==> src/slcr_map.svh <==
// Register indexes, field positions, reset values and codes of the link registers.
`ifndef SLCR_MAP_SVH
`define SLCR_MAP_SVH

// ----------------------------------------------------------------------
// Register indexes (byte address is four times the index)
// ----------------------------------------------------------------------
`define SLCR_IDX_EN 10'h200
`define SLCR_IDX_MODE 10'h201
`define SLCR_IDX_KM1 10'h202
`define SLCR_IDX_SYNC 10'h203
`define SLCR_IDX_CTRL 10'h204
`define SLCR_IDX_STAT 10'h208

// ----------------------------------------------------------------------
// Reset values
// ----------------------------------------------------------------------
`define SLCR_RST_EN 1'b1
`define SLCR_RST_MODE 6'h00
`define SLCR_RST_KM1 8'h1f
`define SLCR_RST_SYNC 1'b1
`define SLCR_RST_CTRL 5'h03
// Alt lanes, format and scrambler bits of the control reset, as packed.
`define SLCR_RST_CFG_BITS 3'b011

// ----------------------------------------------------------------------
// Field positions
// ----------------------------------------------------------------------
`define SLCR_CTRL_SCR 0
`define SLCR_CTRL_FMT 1
`define SLCR_CTRL_SEL_LSB 2
`define SLCR_CTRL_SEL_MSB 3
`define SLCR_CTRL_ALT 4
`define SLCR_STAT_CLR_BIT 1

// ----------------------------------------------------------------------
// Mode decoding and bus answers
// ----------------------------------------------------------------------
`define SLCR_MODE_64B_FIRST 6'h1e
`define SLCR_K64_BASE 8'h00
`define SLCR_RESP_OKAY 2'h0
`define SLCR_RESP_SLVERR 2'h2

`endif

==> src/slcr_pkg.sv <==
// Types shared by the serial link control register block.
package slcr_pkg;

	// Sync source selection codes.
	typedef enum logic [1:0] {
		SLCR_SYNC_SE = 2'b00,
		SLCR_SYNC_TS = 2'b01,
		SLCR_SYNC_NONE = 2'b10,
		SLCR_SYNC_RSVD = 2'b11
	} slcr_sync_sel_type;

	// Configuration in use by the link.
	typedef struct packed {
		logic [5:0] mode;
		logic [7:0] km1;
		logic alt_lanes;
		logic sformat;
		logic scrambler;
	} slcr_cfg_type;

	// Power, reset and clock controls of the link block.
	typedef struct packed {
		logic rst_n;
		logic serdes_pd;
		logic clk_en;
		logic mf_cnt_rst;
	} slcr_link_ctl_type;

endpackage

==> src/slcr_mode_decode.sv <==
// Output mode decoder: link layer kind and effective multiframe length.
`timescale 1ns/1ps
`include "slcr_map.svh"

module slcr_mode_decode (
	// Selected output mode
	input wire logic [5:0] mode,
	// Decoded link layer
	output logic is_64b66b,
	output logic [11:0] k_eff
);

	logic [2:0] e_val;
	logic [1:0] f_log2;

	// ------------------------------------------------------------------
	// Decode
	// ------------------------------------------------------------------
	// F is a power of two here, so 256*E/F is an exact shift.
	always_comb begin
		is_64b66b = (mode >= `SLCR_MODE_64B_FIRST);
		e_val = 3'h1 + {1'b0, mode[3:2]};
		f_log2 = mode[1:0];
		k_eff = {1'b0, e_val, `SLCR_K64_BASE} >> f_log2;
	end

endmodule

==> src/slcr_sync_select.sv <==
// Sync request combiner: pin chosen by the source field plus software bit.
`timescale 1ns/1ps

module slcr_sync_select (
	// Source selection and software request
	input wire slcr_pkg::slcr_sync_sel_type sel,
	input wire logic soft_n,
	// Active low sync pins
	input wire logic se_pin_n,
	input wire logic ts_pin_n,
	// Combined request, active high
	output logic req
);

	logic pin_req;

	// ------------------------------------------------------------------
	// Combine
	// ------------------------------------------------------------------
	// The software bit always adds in; a stuck pin is silenced by
	// choosing the other pin, the no-pin or the reserved source.
	always_comb begin
		pin_req = 1'b0;
		unique case (sel)
			slcr_pkg::SLCR_SYNC_SE: pin_req = !se_pin_n;
			slcr_pkg::SLCR_SYNC_TS: pin_req = !ts_pin_n;
			slcr_pkg::SLCR_SYNC_NONE: pin_req = 1'b0;
			slcr_pkg::SLCR_SYNC_RSVD: pin_req = 1'b0;
		endcase
		req = !soft_n || pin_req;
	end

endmodule

==> src/slcr_top.sv <==
// Serial link control registers behind an AXI4-Lite slave.
`timescale 1ns/1ps
`include "slcr_map.svh"

module slcr_top (
	// Clock and reset
	input wire logic aclk,
	input wire logic aresetn,
	// AXI4-Lite write address
	input wire logic [11:0] s_axi_awaddr,
	input wire logic s_axi_awvalid,
	output logic s_axi_awready,
	// AXI4-Lite write data
	input wire logic [31:0] s_axi_wdata,
	input wire logic [3:0] s_axi_wstrb,
	input wire logic s_axi_wvalid,
	output logic s_axi_wready,
	// AXI4-Lite write response
	output logic [1:0] s_axi_bresp,
	output logic s_axi_bvalid,
	input wire logic s_axi_bready,
	// AXI4-Lite read address
	input wire logic [11:0] s_axi_araddr,
	input wire logic s_axi_arvalid,
	output logic s_axi_arready,
	// AXI4-Lite read data
	output logic [31:0] s_axi_rdata,
	output logic [1:0] s_axi_rresp,
	output logic s_axi_rvalid,
	input wire logic s_axi_rready,
	// Active low sync pins
	input wire logic single_ended_sync_pin_n,
	input wire logic timestamp_pin_pair_n,
	// Link block controls
	output slcr_pkg::slcr_link_ctl_type link_ctl,
	output slcr_pkg::slcr_cfg_type link_cfg,
	output logic [11:0] effective_k,
	output logic link_is_64b66b,
	output logic sync_request
);

	// Decode of the mapped register indexes.
	function automatic logic is_mapped(input logic [9:0] idx);
		is_mapped = (idx >= `SLCR_IDX_EN && idx <= `SLCR_IDX_CTRL) ||
			idx == `SLCR_IDX_STAT;
	endfunction
	// ------------------------------------------------------------------
	// Bus slave state
	// ------------------------------------------------------------------
	logic aw_full_reg, aw_full_next, w_full_reg, w_full_next;
	logic w_strb_reg, w_strb_next, awready_reg, awready_next;
	logic wready_reg, wready_next, bvalid_reg, bvalid_next;
	logic arready_reg, arready_next, rvalid_reg, rvalid_next, do_write;
	logic [9:0] aw_idx_reg, aw_idx_next;
	logic [1:0] bresp_reg, bresp_next, rresp_reg, rresp_next;
	logic [7:0] w_data_reg, w_data_next, rdata_reg, rdata_next, rd_word;
	// Register state.
	logic link_en_reg, link_en_next, soft_n_reg, soft_n_next;
	logic viol_reg, viol_next;
	logic [5:0] mode_reg, mode_next;
	logic [7:0] km1_reg, km1_next;
	logic [4:0] ctrl_reg, ctrl_next;
	// Link side state.
	slcr_pkg::slcr_cfg_type cfg_reg, cfg_next, shadow_cfg;
	slcr_pkg::slcr_link_ctl_type ctl_reg, ctl_next;
	logic [11:0] eff_k_reg, eff_k_next, dec_k;
	logic is64_reg, is64_next, sync_req_reg, sync_req_next;
	logic dec_is64, sync_req_comb;
	logic [5:0] mode_wr;

	assign s_axi_awready = awready_reg;
	assign s_axi_wready = wready_reg;
	assign s_axi_bvalid = bvalid_reg;
	assign s_axi_bresp = bresp_reg;
	assign s_axi_arready = arready_reg;
	assign s_axi_rvalid = rvalid_reg;
	assign s_axi_rresp = rresp_reg;
	assign s_axi_rdata = {24'h000000, rdata_reg};
	assign link_ctl = ctl_reg;
	assign link_cfg = cfg_reg;
	assign effective_k = eff_k_reg;
	assign link_is_64b66b = is64_reg;
	assign sync_request = sync_req_reg;
	assign mode_wr = w_data_reg[5:0];

	// ------------------------------------------------------------------
	// Bus slave
	// ------------------------------------------------------------------
	// Address and data are held separately so either may come first;
	// the write fires only once both are held and no response waits.
	always_comb begin
		do_write = aw_full_reg && w_full_reg && !bvalid_reg;
		aw_full_next = aw_full_reg;
		aw_idx_next = aw_idx_reg;
		w_full_next = w_full_reg;
		w_data_next = w_data_reg;
		w_strb_next = w_strb_reg;
		bvalid_next = bvalid_reg;
		bresp_next = bresp_reg;
		arready_next = arready_reg;
		rvalid_next = rvalid_reg;
		rresp_next = rresp_reg;
		rdata_next = rdata_reg;
		if (s_axi_awvalid && awready_reg) begin
			aw_full_next = 1'b1;
			aw_idx_next = s_axi_awaddr[11:2];
		end
		if (s_axi_wvalid && wready_reg) begin
			w_full_next = 1'b1;
			w_data_next = s_axi_wdata[7:0];
			w_strb_next = s_axi_wstrb[0];
		end
		if (do_write) begin
			aw_full_next = 1'b0;
			w_full_next = 1'b0;
			bvalid_next = 1'b1;
			bresp_next = is_mapped(aw_idx_reg) ? `SLCR_RESP_OKAY :
				`SLCR_RESP_SLVERR;
		end else if (bvalid_reg && s_axi_bready) begin
			bvalid_next = 1'b0;
		end
		awready_next = !aw_full_next && !bvalid_next;
		wready_next = !w_full_next && !bvalid_next;
		// Read mux; reserved and unmapped bits read as zero.
		case (s_axi_araddr[11:2])
			`SLCR_IDX_EN: rd_word = {7'h00, link_en_reg};
			`SLCR_IDX_MODE: rd_word = {2'h0, mode_reg};
			`SLCR_IDX_KM1: rd_word = km1_reg;
			`SLCR_IDX_SYNC: rd_word = {7'h00, soft_n_reg};
			`SLCR_IDX_CTRL: rd_word = {3'h0, ctrl_reg};
			`SLCR_IDX_STAT: rd_word = {4'h0, sync_req_reg, is64_reg,
				viol_reg, link_en_reg};
			default: rd_word = 8'h00;
		endcase
		if (s_axi_arvalid && arready_reg) begin
			arready_next = 1'b0;
			rvalid_next = 1'b1;
			rdata_next = rd_word;
			rresp_next = is_mapped(s_axi_araddr[11:2]) ?
				`SLCR_RESP_OKAY : `SLCR_RESP_SLVERR;
		end else if (rvalid_reg && s_axi_rready) begin
			rvalid_next = 1'b0;
			arready_next = 1'b1;
		end
	end

	always_ff @(posedge aclk) begin
		if (!aresetn) begin
			aw_full_reg <= 1'b0;
			aw_idx_reg <= 10'h000;
			w_full_reg <= 1'b0;
			w_data_reg <= 8'h00;
			w_strb_reg <= 1'b0;
			awready_reg <= 1'b1;
			wready_reg <= 1'b1;
			bvalid_reg <= 1'b0;
			bresp_reg <= `SLCR_RESP_OKAY;
			arready_reg <= 1'b1;
			rvalid_reg <= 1'b0;
			rresp_reg <= `SLCR_RESP_OKAY;
			rdata_reg <= 8'h00;
		end else begin
			aw_full_reg <= aw_full_next;
			aw_idx_reg <= aw_idx_next;
			w_full_reg <= w_full_next;
			w_data_reg <= w_data_next;
			w_strb_reg <= w_strb_next;
			awready_reg <= awready_next;
			wready_reg <= wready_next;
			bvalid_reg <= bvalid_next;
			bresp_reg <= bresp_next;
			arready_reg <= arready_next;
			rvalid_reg <= rvalid_next;
			rresp_reg <= rresp_next;
			rdata_reg <= rdata_next;
		end
	end

	// ------------------------------------------------------------------
	// Register file
	// ------------------------------------------------------------------
	// Only byte lane 0 carries data. A config write while enabled sets
	// the violation flag, and that set beats a same-cycle clear.
	always_comb begin
		link_en_next = link_en_reg;
		mode_next = mode_reg;
		km1_next = km1_reg;
		soft_n_next = soft_n_reg;
		ctrl_next = ctrl_reg;
		if (do_write && w_strb_reg) begin
			case (aw_idx_reg)
				`SLCR_IDX_EN: link_en_next = w_data_reg[0];
				`SLCR_IDX_MODE: mode_next = mode_wr;
				`SLCR_IDX_KM1: km1_next = w_data_reg;
				`SLCR_IDX_SYNC: soft_n_next = w_data_reg[0];
				`SLCR_IDX_CTRL: ctrl_next = w_data_reg[4:0];
				default: ;
			endcase
		end
		viol_next = viol_reg;
		if (do_write && w_strb_reg && aw_idx_reg == `SLCR_IDX_STAT &&
			w_data_reg[`SLCR_STAT_CLR_BIT]) begin
			viol_next = 1'b0;
		end
		if (do_write && link_en_reg && (aw_idx_reg == `SLCR_IDX_MODE ||
			aw_idx_reg == `SLCR_IDX_KM1 ||
			aw_idx_reg == `SLCR_IDX_CTRL)) begin
			viol_next = 1'b1;
		end
	end

	always_ff @(posedge aclk) begin
		if (!aresetn) begin
			link_en_reg <= `SLCR_RST_EN;
			mode_reg <= `SLCR_RST_MODE;
			km1_reg <= `SLCR_RST_KM1;
			soft_n_reg <= `SLCR_RST_SYNC;
			ctrl_reg <= `SLCR_RST_CTRL;
			viol_reg <= 1'b0;
		end else begin
			link_en_reg <= link_en_next;
			mode_reg <= mode_next;
			km1_reg <= km1_next;
			soft_n_reg <= soft_n_next;
			ctrl_reg <= ctrl_next;
			viol_reg <= viol_next;
		end
	end

	// ------------------------------------------------------------------
	// Link side
	// ------------------------------------------------------------------
	slcr_mode_decode u_mode_decode (
		.mode(cfg_reg.mode),
		.is_64b66b(dec_is64),
		.k_eff(dec_k)
	);
	// Sync source follows the live field so a stuck pin can be escaped.
	slcr_sync_select u_sync_select (
		.sel(slcr_pkg::slcr_sync_sel_type'(
			ctrl_reg[`SLCR_CTRL_SEL_MSB:`SLCR_CTRL_SEL_LSB])),
		.soft_n(soft_n_reg),
		.se_pin_n(single_ended_sync_pin_n),
		.ts_pin_n(timestamp_pin_pair_n),
		.req(sync_req_comb)
	);

	// The in-use copy tracks the registers only while disabled, so it
	// freezes at the edge where the enable rises.
	always_comb begin
		shadow_cfg.mode = mode_reg;
		shadow_cfg.km1 = km1_reg;
		shadow_cfg.alt_lanes = ctrl_reg[`SLCR_CTRL_ALT];
		shadow_cfg.sformat = ctrl_reg[`SLCR_CTRL_FMT];
		shadow_cfg.scrambler = ctrl_reg[`SLCR_CTRL_SCR];
		cfg_next = link_en_reg ? cfg_reg : shadow_cfg;
		ctl_next.rst_n = link_en_reg;
		ctl_next.serdes_pd = !link_en_reg;
		ctl_next.clk_en = link_en_reg;
		ctl_next.mf_cnt_rst = !link_en_reg;
		is64_next = dec_is64;
		eff_k_next = dec_is64 ? dec_k :
			{4'h0, cfg_reg.km1} + 12'h001;
		sync_req_next = sync_req_comb;
	end

	always_ff @(posedge aclk) begin
		if (!aresetn) begin
			cfg_reg <= {`SLCR_RST_MODE, `SLCR_RST_KM1, `SLCR_RST_CFG_BITS};
			ctl_reg <= 4'b1010;
			eff_k_reg <= 12'h020;
			is64_reg <= 1'b0;
			sync_req_reg <= 1'b0;
		end else begin
			cfg_reg <= cfg_next;
			ctl_reg <= ctl_next;
			eff_k_reg <= eff_k_next;
			is64_reg <= is64_next;
			sync_req_reg <= sync_req_next;
		end
	end

	// ------------------------------------------------------------------
	// Assertions
	// ------------------------------------------------------------------
	a_enable_reset_one: assert property (@(posedge aclk) disable iff
		(!aresetn) !$past(aresetn) |-> link_en_reg && ctl_reg.rst_n)
		else $error("Link enable not set after reset.");
	a_disable_power_off: assert property (@(posedge aclk) disable iff
		(!aresetn) !link_en_reg |=> ctl_reg == 4'b0101)
		else $error("Disabled link not held off.");
	a_counter_held: assert property (@(posedge aclk) disable iff
		(!aresetn) $fell(link_en_reg) |-> ##1 ctl_reg.mf_cnt_rst [*2])
		else $error("Multiframe counter not held in reset.");
	a_mode_write: assert property (@(posedge aclk) disable iff
		(!aresetn) do_write && w_strb_reg && aw_idx_reg == `SLCR_IDX_MODE
		|=> mode_reg == $past(mode_wr))
		else $error("Mode field not written.");
	a_km1_reset: assert property (@(posedge aclk) disable iff
		(!aresetn) !$past(aresetn) |-> km1_reg == 8'h1f)
		else $error("Multiframe length reset wrong.");
	a_k_effective: assert property (@(posedge aclk) disable iff
		(!aresetn) !dec_is64 |=> eff_k_reg == $past(cfg_reg.km1) + 12'h001)
		else $error("Effective K does not follow length.");
	a_soft_sync: assert property (@(posedge aclk) disable iff
		(!aresetn) !soft_n_reg |=> sync_req_reg)
		else $error("Software sync not requested.");
	a_no_pin_quiet: assert property (@(posedge aclk) disable iff
		(!aresetn) soft_n_reg && ctrl_reg[3:2] == 2'h2 |=> !sync_req_reg)
		else $error("Pin sync leaks with no-pin source.");
	a_pin_select: assert property (@(posedge aclk) disable iff
		(!aresetn) soft_n_reg && ctrl_reg[3:2] == 2'h0
		|=> sync_req_reg == !$past(single_ended_sync_pin_n))
		else $error("Single pin source not followed.");
	a_cfg_frozen: assert property (@(posedge aclk) disable iff
		(!aresetn) link_en_reg && $past(link_en_reg) |=> $stable(cfg_reg))
		else $error("Config changed while link enabled.");

endmodule

==> config.mk <==
export PLATFORM = sky130hd
export DESIGN_NAME = slcr_top
export DESIGN_NICKNAME = d
export VERILOG_FILES = /design/src/slcr_pkg.sv /design/src/slcr_mode_decode.sv /design/src/slcr_sync_select.sv /design/src/slcr_top.sv
export VERILOG_INCLUDE_DIRS = /design/src /design/src/src
export SDC_FILE = /design/constraint.sdc
export NUM_CORES = 1
export LEC_CHECK = 0
export BUFFER_PORTS_ARGS = -buffer_cell sky130_fd_sc_hd__buf_2
export CELL_PAD_IN_SITES_DETAIL_PLACEMENT = 0
export CELL_PAD_IN_SITES_GLOBAL_PLACEMENT = 2
export CORE_MARGIN = 1.5
export CORE_UTILIZATION = 29
export CTS_BUF_LIST = sky130_fd_sc_hd__clkbuf_4
export CTS_CLUSTER_SIZE = 24
export DETAILED_ROUTE_END_ITERATION = 10
export GPL_TIMING_DRIVEN = 0
export MAX_ROUTING_LAYER = met4
export PLACE_DENSITY_LB_ADDON = 0.05
export RECOVER_POWER = 25
export SYNTH_ARGS = -nofsm -noshare
export SYNTH_HDL_FRONTEND = slang
export SYNTH_SLANG_ARGS = --single-unit
==> constraint.sdc <==
create_clock -name aclk -period 2 [get_ports aclk]
set_clock_uncertainty 0.1 [all_clocks]
set_input_delay 0.2 -clock aclk [delete_from_list [all_inputs] [get_ports aclk]]
set_output_delay 0.2 -clock aclk [all_outputs]
set_load 0.01 [all_outputs]
; ---- Word level (Yosys, flattened, before mapping)
; Index checks and enable logic that the tools add are counted.
[word_totals]
ff_bits = 93
in_bits = 69
output_inout_bits = 76
word_cells = 107
[classes]
add_sub_neg = 2
n_lt_le_gt_ge = 5
n_eq_ne = 15
n_shift = 1
mux = 17
reduce_logical = 38
[op_table]
columns = operator, count
row1 = $eq A10 B10 Y1 const B, 12
row2 = $pmux W8 S6, 1
row3 = $ge A10 B10 Y1 const B, 2
row4 = $le A10 B10 Y1 const B, 2
row5 = $logic_and A1 B1 Y1, 16
row6 = $mux W1, 12
row7 = $mux W12, 1
row8 = $shr A11 B2 Y12, 1
row9 = $reduce_and A2 Y1, 5
row10 = $add A8 B1 Y9 const B, 1
row11 = $logic_not A1 Y1, 8
row12 = $ge A6 B5 Y1 const B, 1
row13 = $logic_or A1 B1 Y1, 5
row14 = $eq A2 B2 Y1 const B, 2
row15 = $mux W2, 2
row16 = $reduce_bool A2 Y1, 2
row17 = $add A1 B2 Y3 const A, 1
row18 = $pmux W1 S3, 1
row19 = $eq A2 B1 Y1 const B, 1
row20 = $logic_not A2 Y1, 1
row21 = $reduce_or A2 Y1, 1

; ---- Logic depth before layout (Yosys ltp)
[depth]
word_depth = 7
depth_mapped = 5
depth_no_buf = 5

; ---- Hierarchy
; Synthesis repeated with hierarchy kept, for this count alone.
[hier_totals]
cells_unflattened = 444
hier_area_um2 = 4145.2
[by_module_without_submodules]
columns = mod, n_inst, cells_each, area_each_um2, seq_area_each_um2
row1 = slcr_top, 1, 420, 3963.8, 1821.7
row2 = slcr_mode_decode, 1, 22, 157.7, 0.0
row3 = slcr_sync_select, 1, 2, 23.8, 0.0

; ---- Worst setup path after synthesis
; OpenSTA, ideal clock, no wires.
[synth_timing]
kind = register -> register
start = register aw_idx_reg[2]
end = register km1_reg[0]
arrival_time_ns = 1.466
t_required_ns = 1.771
path_slack_ns = 0.305
path_stages_with_launch = 6
path_buffers = 1
period_less_slack_ns = 1.695
cell_sequence = dfxtp_1 clkbuf_1 and4bb_2 nand4_1 mux2i_1 nand2_1
[synth_via]
elab_chain_len = 2
[synth_rtl]
columns = item, line
row1 = "start, declared", slcr_top.sv:54  ; logic [9:0] aw_idx_reg, aw_idx_next;
row2 = "start signal, assigned", slcr_top.sv:164  ; aw_idx_reg <= aw_idx_next;
row3 = $eq A10 B10 Y1, slcr_top.sv:191  ; case (aw_idx_reg)
row4 = $reduce_and A2 Y1 (no source line), -
row5 = "end signal, assigned", slcr_top.sv:216  ; km1_reg <= `SLCR_RST_KM1;
row6 = "end signal, assigned", slcr_top.sv:223  ; km1_reg <= km1_next;
row7 = "end, declared", slcr_top.sv:61  ; logic [7:0] km1_reg, km1_next;
; No other way between the ends.
; A chain may end at the register's enable or synchronous reset.

; ---- Worst setup path after layout
[layout_timing]
start = register aw_idx_reg[4]
end = register viol_reg
[layout_via]
elab_chain_len = 5
word_cells_on_any_way = 11
[layout_rtl]
columns = item, line
row1 = $eq A10 B10 Y1, -
row2 = $logic_or A1 B1 Y1 (no source line) (2 in a row), -
row3 = $logic_and A1 B1 Y1, slcr_top.sv:205  ; if (do_write && link_en_reg && (aw_idx_reg == `SLCR_IDX_MODE ||
row4 = $mux W1 / $reduce_bool A2 Y1 (equally long branches), -
row5 = "end signal, assigned", slcr_top.sv:226  ; viol_reg <= viol_next;
row6 = "end, declared", slcr_top.sv:59  ; logic viol_reg, viol_next;
; Several ways; a longest one is shown, not always the timed one.

==> out/summary.md <==
The initial utilization of the core area, before any placement, comes to 29.6%. The number of nets with antenna violations after routing is 0. The portion of the post-synthesis area used by sequential elements was 46.1%; the power density over the cells was 645 nW/um^2.

Ranked by total cell area, the synthesized netlist is headed by sky130_fd_sc_hd__dfxtp_1 (46%), sky130_fd_sc_hd__mux2i_1 (8.4%), sky130_fd_sc_hd__nand2_1 (6.6%). The post-route netlist has 21.5% of its cells at a drive strength greater than 1. Summed over all failing endpoints, the final setup total negative slack is 0 ns. The number of violations reported at the end of detailed-routing iteration 0 is 156, and the number of pins with negative max-slew slack in the final report is 0. For the count of pins on the block boundary, the log shows 145. The cell count after synthesis came out at 434. The initial antenna violation count is 0, and the worst setup slack for register-to-register paths is 0.18 ns. The logs give 0 for the count of endpoints failing hold in the final timing report and 0.0274 ns for the final hold slack. The pre-antenna-repair detailed-routing pass consisted of 4 iterations. The part of the power in combinational logic is 11.8%. Across all layers, the routed design uses 3378 vias.

By startpoint and endpoint, the worst setup path is classified as flip-flop to flip-flop. For the first-pass GRT wire length, the log shows 17.0 mm. The final critical-path required period works out to 1.82 ns. In this run the worst setup path terminates at viol_reg. After synthesis the cells add up to 3910 um^2. By count the netlist is led by sky130_fd_sc_hd__dfxtp_1 (90), sky130_fd_sc_hd__nand2_1 (69), sky130_fd_sc_hd__nor2_1 (37). The top cell type by total area after synthesis was sky130_fd_sc_hd__dfxtp_1.

Flip-flop count of the largest register, all copies and words added: 17. For the total wire length, the log shows 10.6 mm. The maximum frequency from static timing analysis was 0.549 GHz; the width of the die was 119 um.

Traced cell by cell, the critical path runs through nor4_2, nand3_2, or4_1, o21ai_0. The row count is 42. The tools report the destination of the worst register-to-register timing path as viol_reg. The average routed wire per standard cell is 13.9 um. The tools report the proportion of power drawn by flip-flops and latches as 58.0%. Area added between synthesis and finish: 28.2%. The Yosys step of the flow raised 0 warnings. In this run the static leakage power is 2.27 nW. The share of total power dissipated in the clock network is 30.2%. The worst slew margin relative to its limit came out at 52.1%.

In the routed layout, each cell is associated on average with a via count of 4.43. At the worst endpoint, the required time is 2.30 ns. TritonCTS built the clock tree. The worst register-to-register path begins at aw_idx_reg[4]. Synthesis inferred 90 register bits. For the peak supply drop, the log shows 0.401 mV. 0 antenna diodes ended up in the layout. The commonest register cell after synthesis is sky130_fd_sc_hd__dfxtp_1. In the synthesized netlist the async set-or-reset flop fraction comes to 0%. The clock insertion delay at the later pin of the skew report is 0.46 ns, and the count of endpoints failing setup in the final report is 0. The number of global-route vias before repair was 3173.

The tools report the startpoint type of the worst setup path as a flip-flop. STA puts the critical path data arrival time at 2.12 ns. The clock tree root driver cell is sky130_fd_sc_hd__clkbuf_4.

The run finished with clean final reports. The cell with the most instances after synthesis is sky130_fd_sc_hd__dfxtp_1. The run gives 0 as the total of max-cap violations. Yosys mapped the design onto 58 distinct sky130hd cell types.

Once placement finished, the instance area stood at 4650 um^2. The power dissipated by switching net loads was 0.856 mW; the aggregate global routing overflow was 0. The number of synthesized flops with an enable pin was 0; the transition time at the pin with the least slew margin was 0.718 ns. At the end of routability-driven placement, the weighted congestion stood at 0.873. The worst setup path is captured at a flip-flop.

Entering global routing, the biggest net connects 15 pins. The critical path starts at aw_idx_reg[4]. No sink is reached through more buffers than the 2 on the longest clock path.

The finished cells cover 5010 um^2. The switching share of power was 26.5%; the synthesized area per cell was 9.01 um^2. The area share of the largest cell type after synthesis works out to 46.1%. The internal power of the cells totals 2.38 mW.

The floorplan step set the die height to 119 um. TritonCTS created 9 clock buffers. The final layout contains 653 nets. The floorplan step defined a die boundary enclosing 14200 um^2. For this design, the sink count on the clock tree is 90. The quantity of I/O buffers inserted on ports works out to 85. The floorplan step defined a core boundary enclosing 13200 um^2.

The run gives 8.09 mm as the HPWL after detailed placement. The overall power came out at 3.24 mW. Measured in cells, the most critical reg-to-reg path has a length of 4.

Setup repair after global routing left no endpoint under its margin. After clock tree synthesis, the clock-pin slew on the worst setup and hold paths is 0.14 ns. The post-route DRC violation count is 0. On the worst path, the slowest cell contributes a delay of 0.54 ns.

The part of the cycle the worst path needs was 91.1%. The master of the slowest instance on the critical path was sky130_fd_sc_hd__or4_1. CTS built an H-tree with a depth of 3.

The type of the tightest min-delay check was input port to flip-flop. Of all nets on the critical path, the largest fanout is 9. Global-route usage over all layers: 16.1%.
-- placed cells by master (no fill, tap or decap), types with 3 or more instances in the layout --
cell / n
sky130_fd_sc_hd__a21oi_1: 30
sky130_fd_sc_hd__a22oi_1: 9
sky130_fd_sc_hd__a31oi_1: 3
sky130_fd_sc_hd__and2_1: 3
sky130_fd_sc_hd__and3_1: 3
sky130_fd_sc_hd__buf_2: 64
sky130_fd_sc_hd__buf_4: 31
sky130_fd_sc_hd__clkbuf_1: 38
sky130_fd_sc_hd__clkbuf_4: 9
sky130_fd_sc_hd__clkinv_2: 3
sky130_fd_sc_hd__conb_1: 27
sky130_fd_sc_hd__dfxtp_1: 90
sky130_fd_sc_hd__dlygate4sd3_1: 25
sky130_fd_sc_hd__inv_1: 4
sky130_fd_sc_hd__mux2i_1: 33
sky130_fd_sc_hd__nand2_1: 69
sky130_fd_sc_hd__nand3_1: 12
sky130_fd_sc_hd__nand3b_1: 3
sky130_fd_sc_hd__nand4_1: 5
sky130_fd_sc_hd__nor2_1: 37
sky130_fd_sc_hd__nor2b_1: 7
sky130_fd_sc_hd__nor4b_1: 3
sky130_fd_sc_hd__o21ai_0: 20
sky130_fd_sc_hd__o32a_1: 3
sky130_fd_sc_hd__xor2_1: 6
-- area by class of cell --
cell class	count	area, um^2
Sequential cell	90	1800
Multi-Input combinational cell	315	1860
Buffer	50	324
Clock buffer	9	67.6
Timing Repair Buffer	112	662
Fill cell	1441	8180
Clock inverter	7	60.1
Tap cell	176	220
Inverter	4	15.0
-- worst min path at each step --
stage / startpoint / endpoint / slack, ns / depth (start not counted)
floorplan: s_axi_araddr[5] / rdata_reg[5] / 0.20 / 1
global placement: aw_idx_reg[9] / aw_idx_reg[9] / 0.34 / 2
detailed placement: aw_idx_reg[9] / aw_idx_reg[9] / 0.35 / 2
CTS: s_axi_arvalid / s_axi_arready / 0.008 / 3
global route: s_axi_arvalid / s_axi_arready / 0.03 / 3
finish: s_axi_arvalid / s_axi_arready / 0.03 / 3
-- stage by stage --
step	utilization (%)	cells	setup slack (ns)
6_report	38.0	763	0.178
5_1_grt	38.0	763	0.0275
4_1_cts	38.3	764	0.0537
3_5_place_dp	35.3	721	-0.0531
3_3_place_gp	35.3	721	-0.0876
2_1_floorplan	-	460	0.305
-- logic make-up (layout without fill, tap and decap cells) --
family          after synthesis  in the layout  synth area share (%)
buf+inv                      55            182                  9.02
fa+ha+maj                     2              2                 0.640
compound gates               79             79                  12.5
mux                          34             34                  8.74
flops                        90             90                  46.1
xor+xnor                      7              7                  1.57
simple gates                166            166                  21.3
other cells                   1             27                0.0959
-- worst max-delay path: cells and delay by family, from the launching register on --
family / cells / cell delay [ns]
and+or+nand+nor: 3 / 1.25
AOI/OAI and AO/OA: 1 / 0.07
DFF: 1 / 0.34
-- power groups by stage --
stage	combinational (mW)	sequential, mW	clock [mW]
floorplan	0.233	1.91	0
detailed placement	0.351	1.92	0
finish	0.382	1.88	0.977
global placement	0.350	1.91	0
global route	0.429	1.88	1.10
CTS	0.388	1.88	1.03
-- routing by layer --
metal	part of all wire, %	track usage, %	vias to the layer above
met5	0	-	-
met4	0.90	3.77	0
met3	4.6	4.79	6
met2	46	25.1	77
met1	49	20.5	1540
li1	-	-	1755
-- timing repair --
action                                  4_1_cts  5_1_grt
hold buffers                                 25        0
endpoints found under the setup margin       15        2
pin swaps                                     1        0
hold endpoints to repair                     25        0
resized for setup                             1        1
setup buffers                                 2        0
No activity file was read; power rests on OpenSTA's default activity.
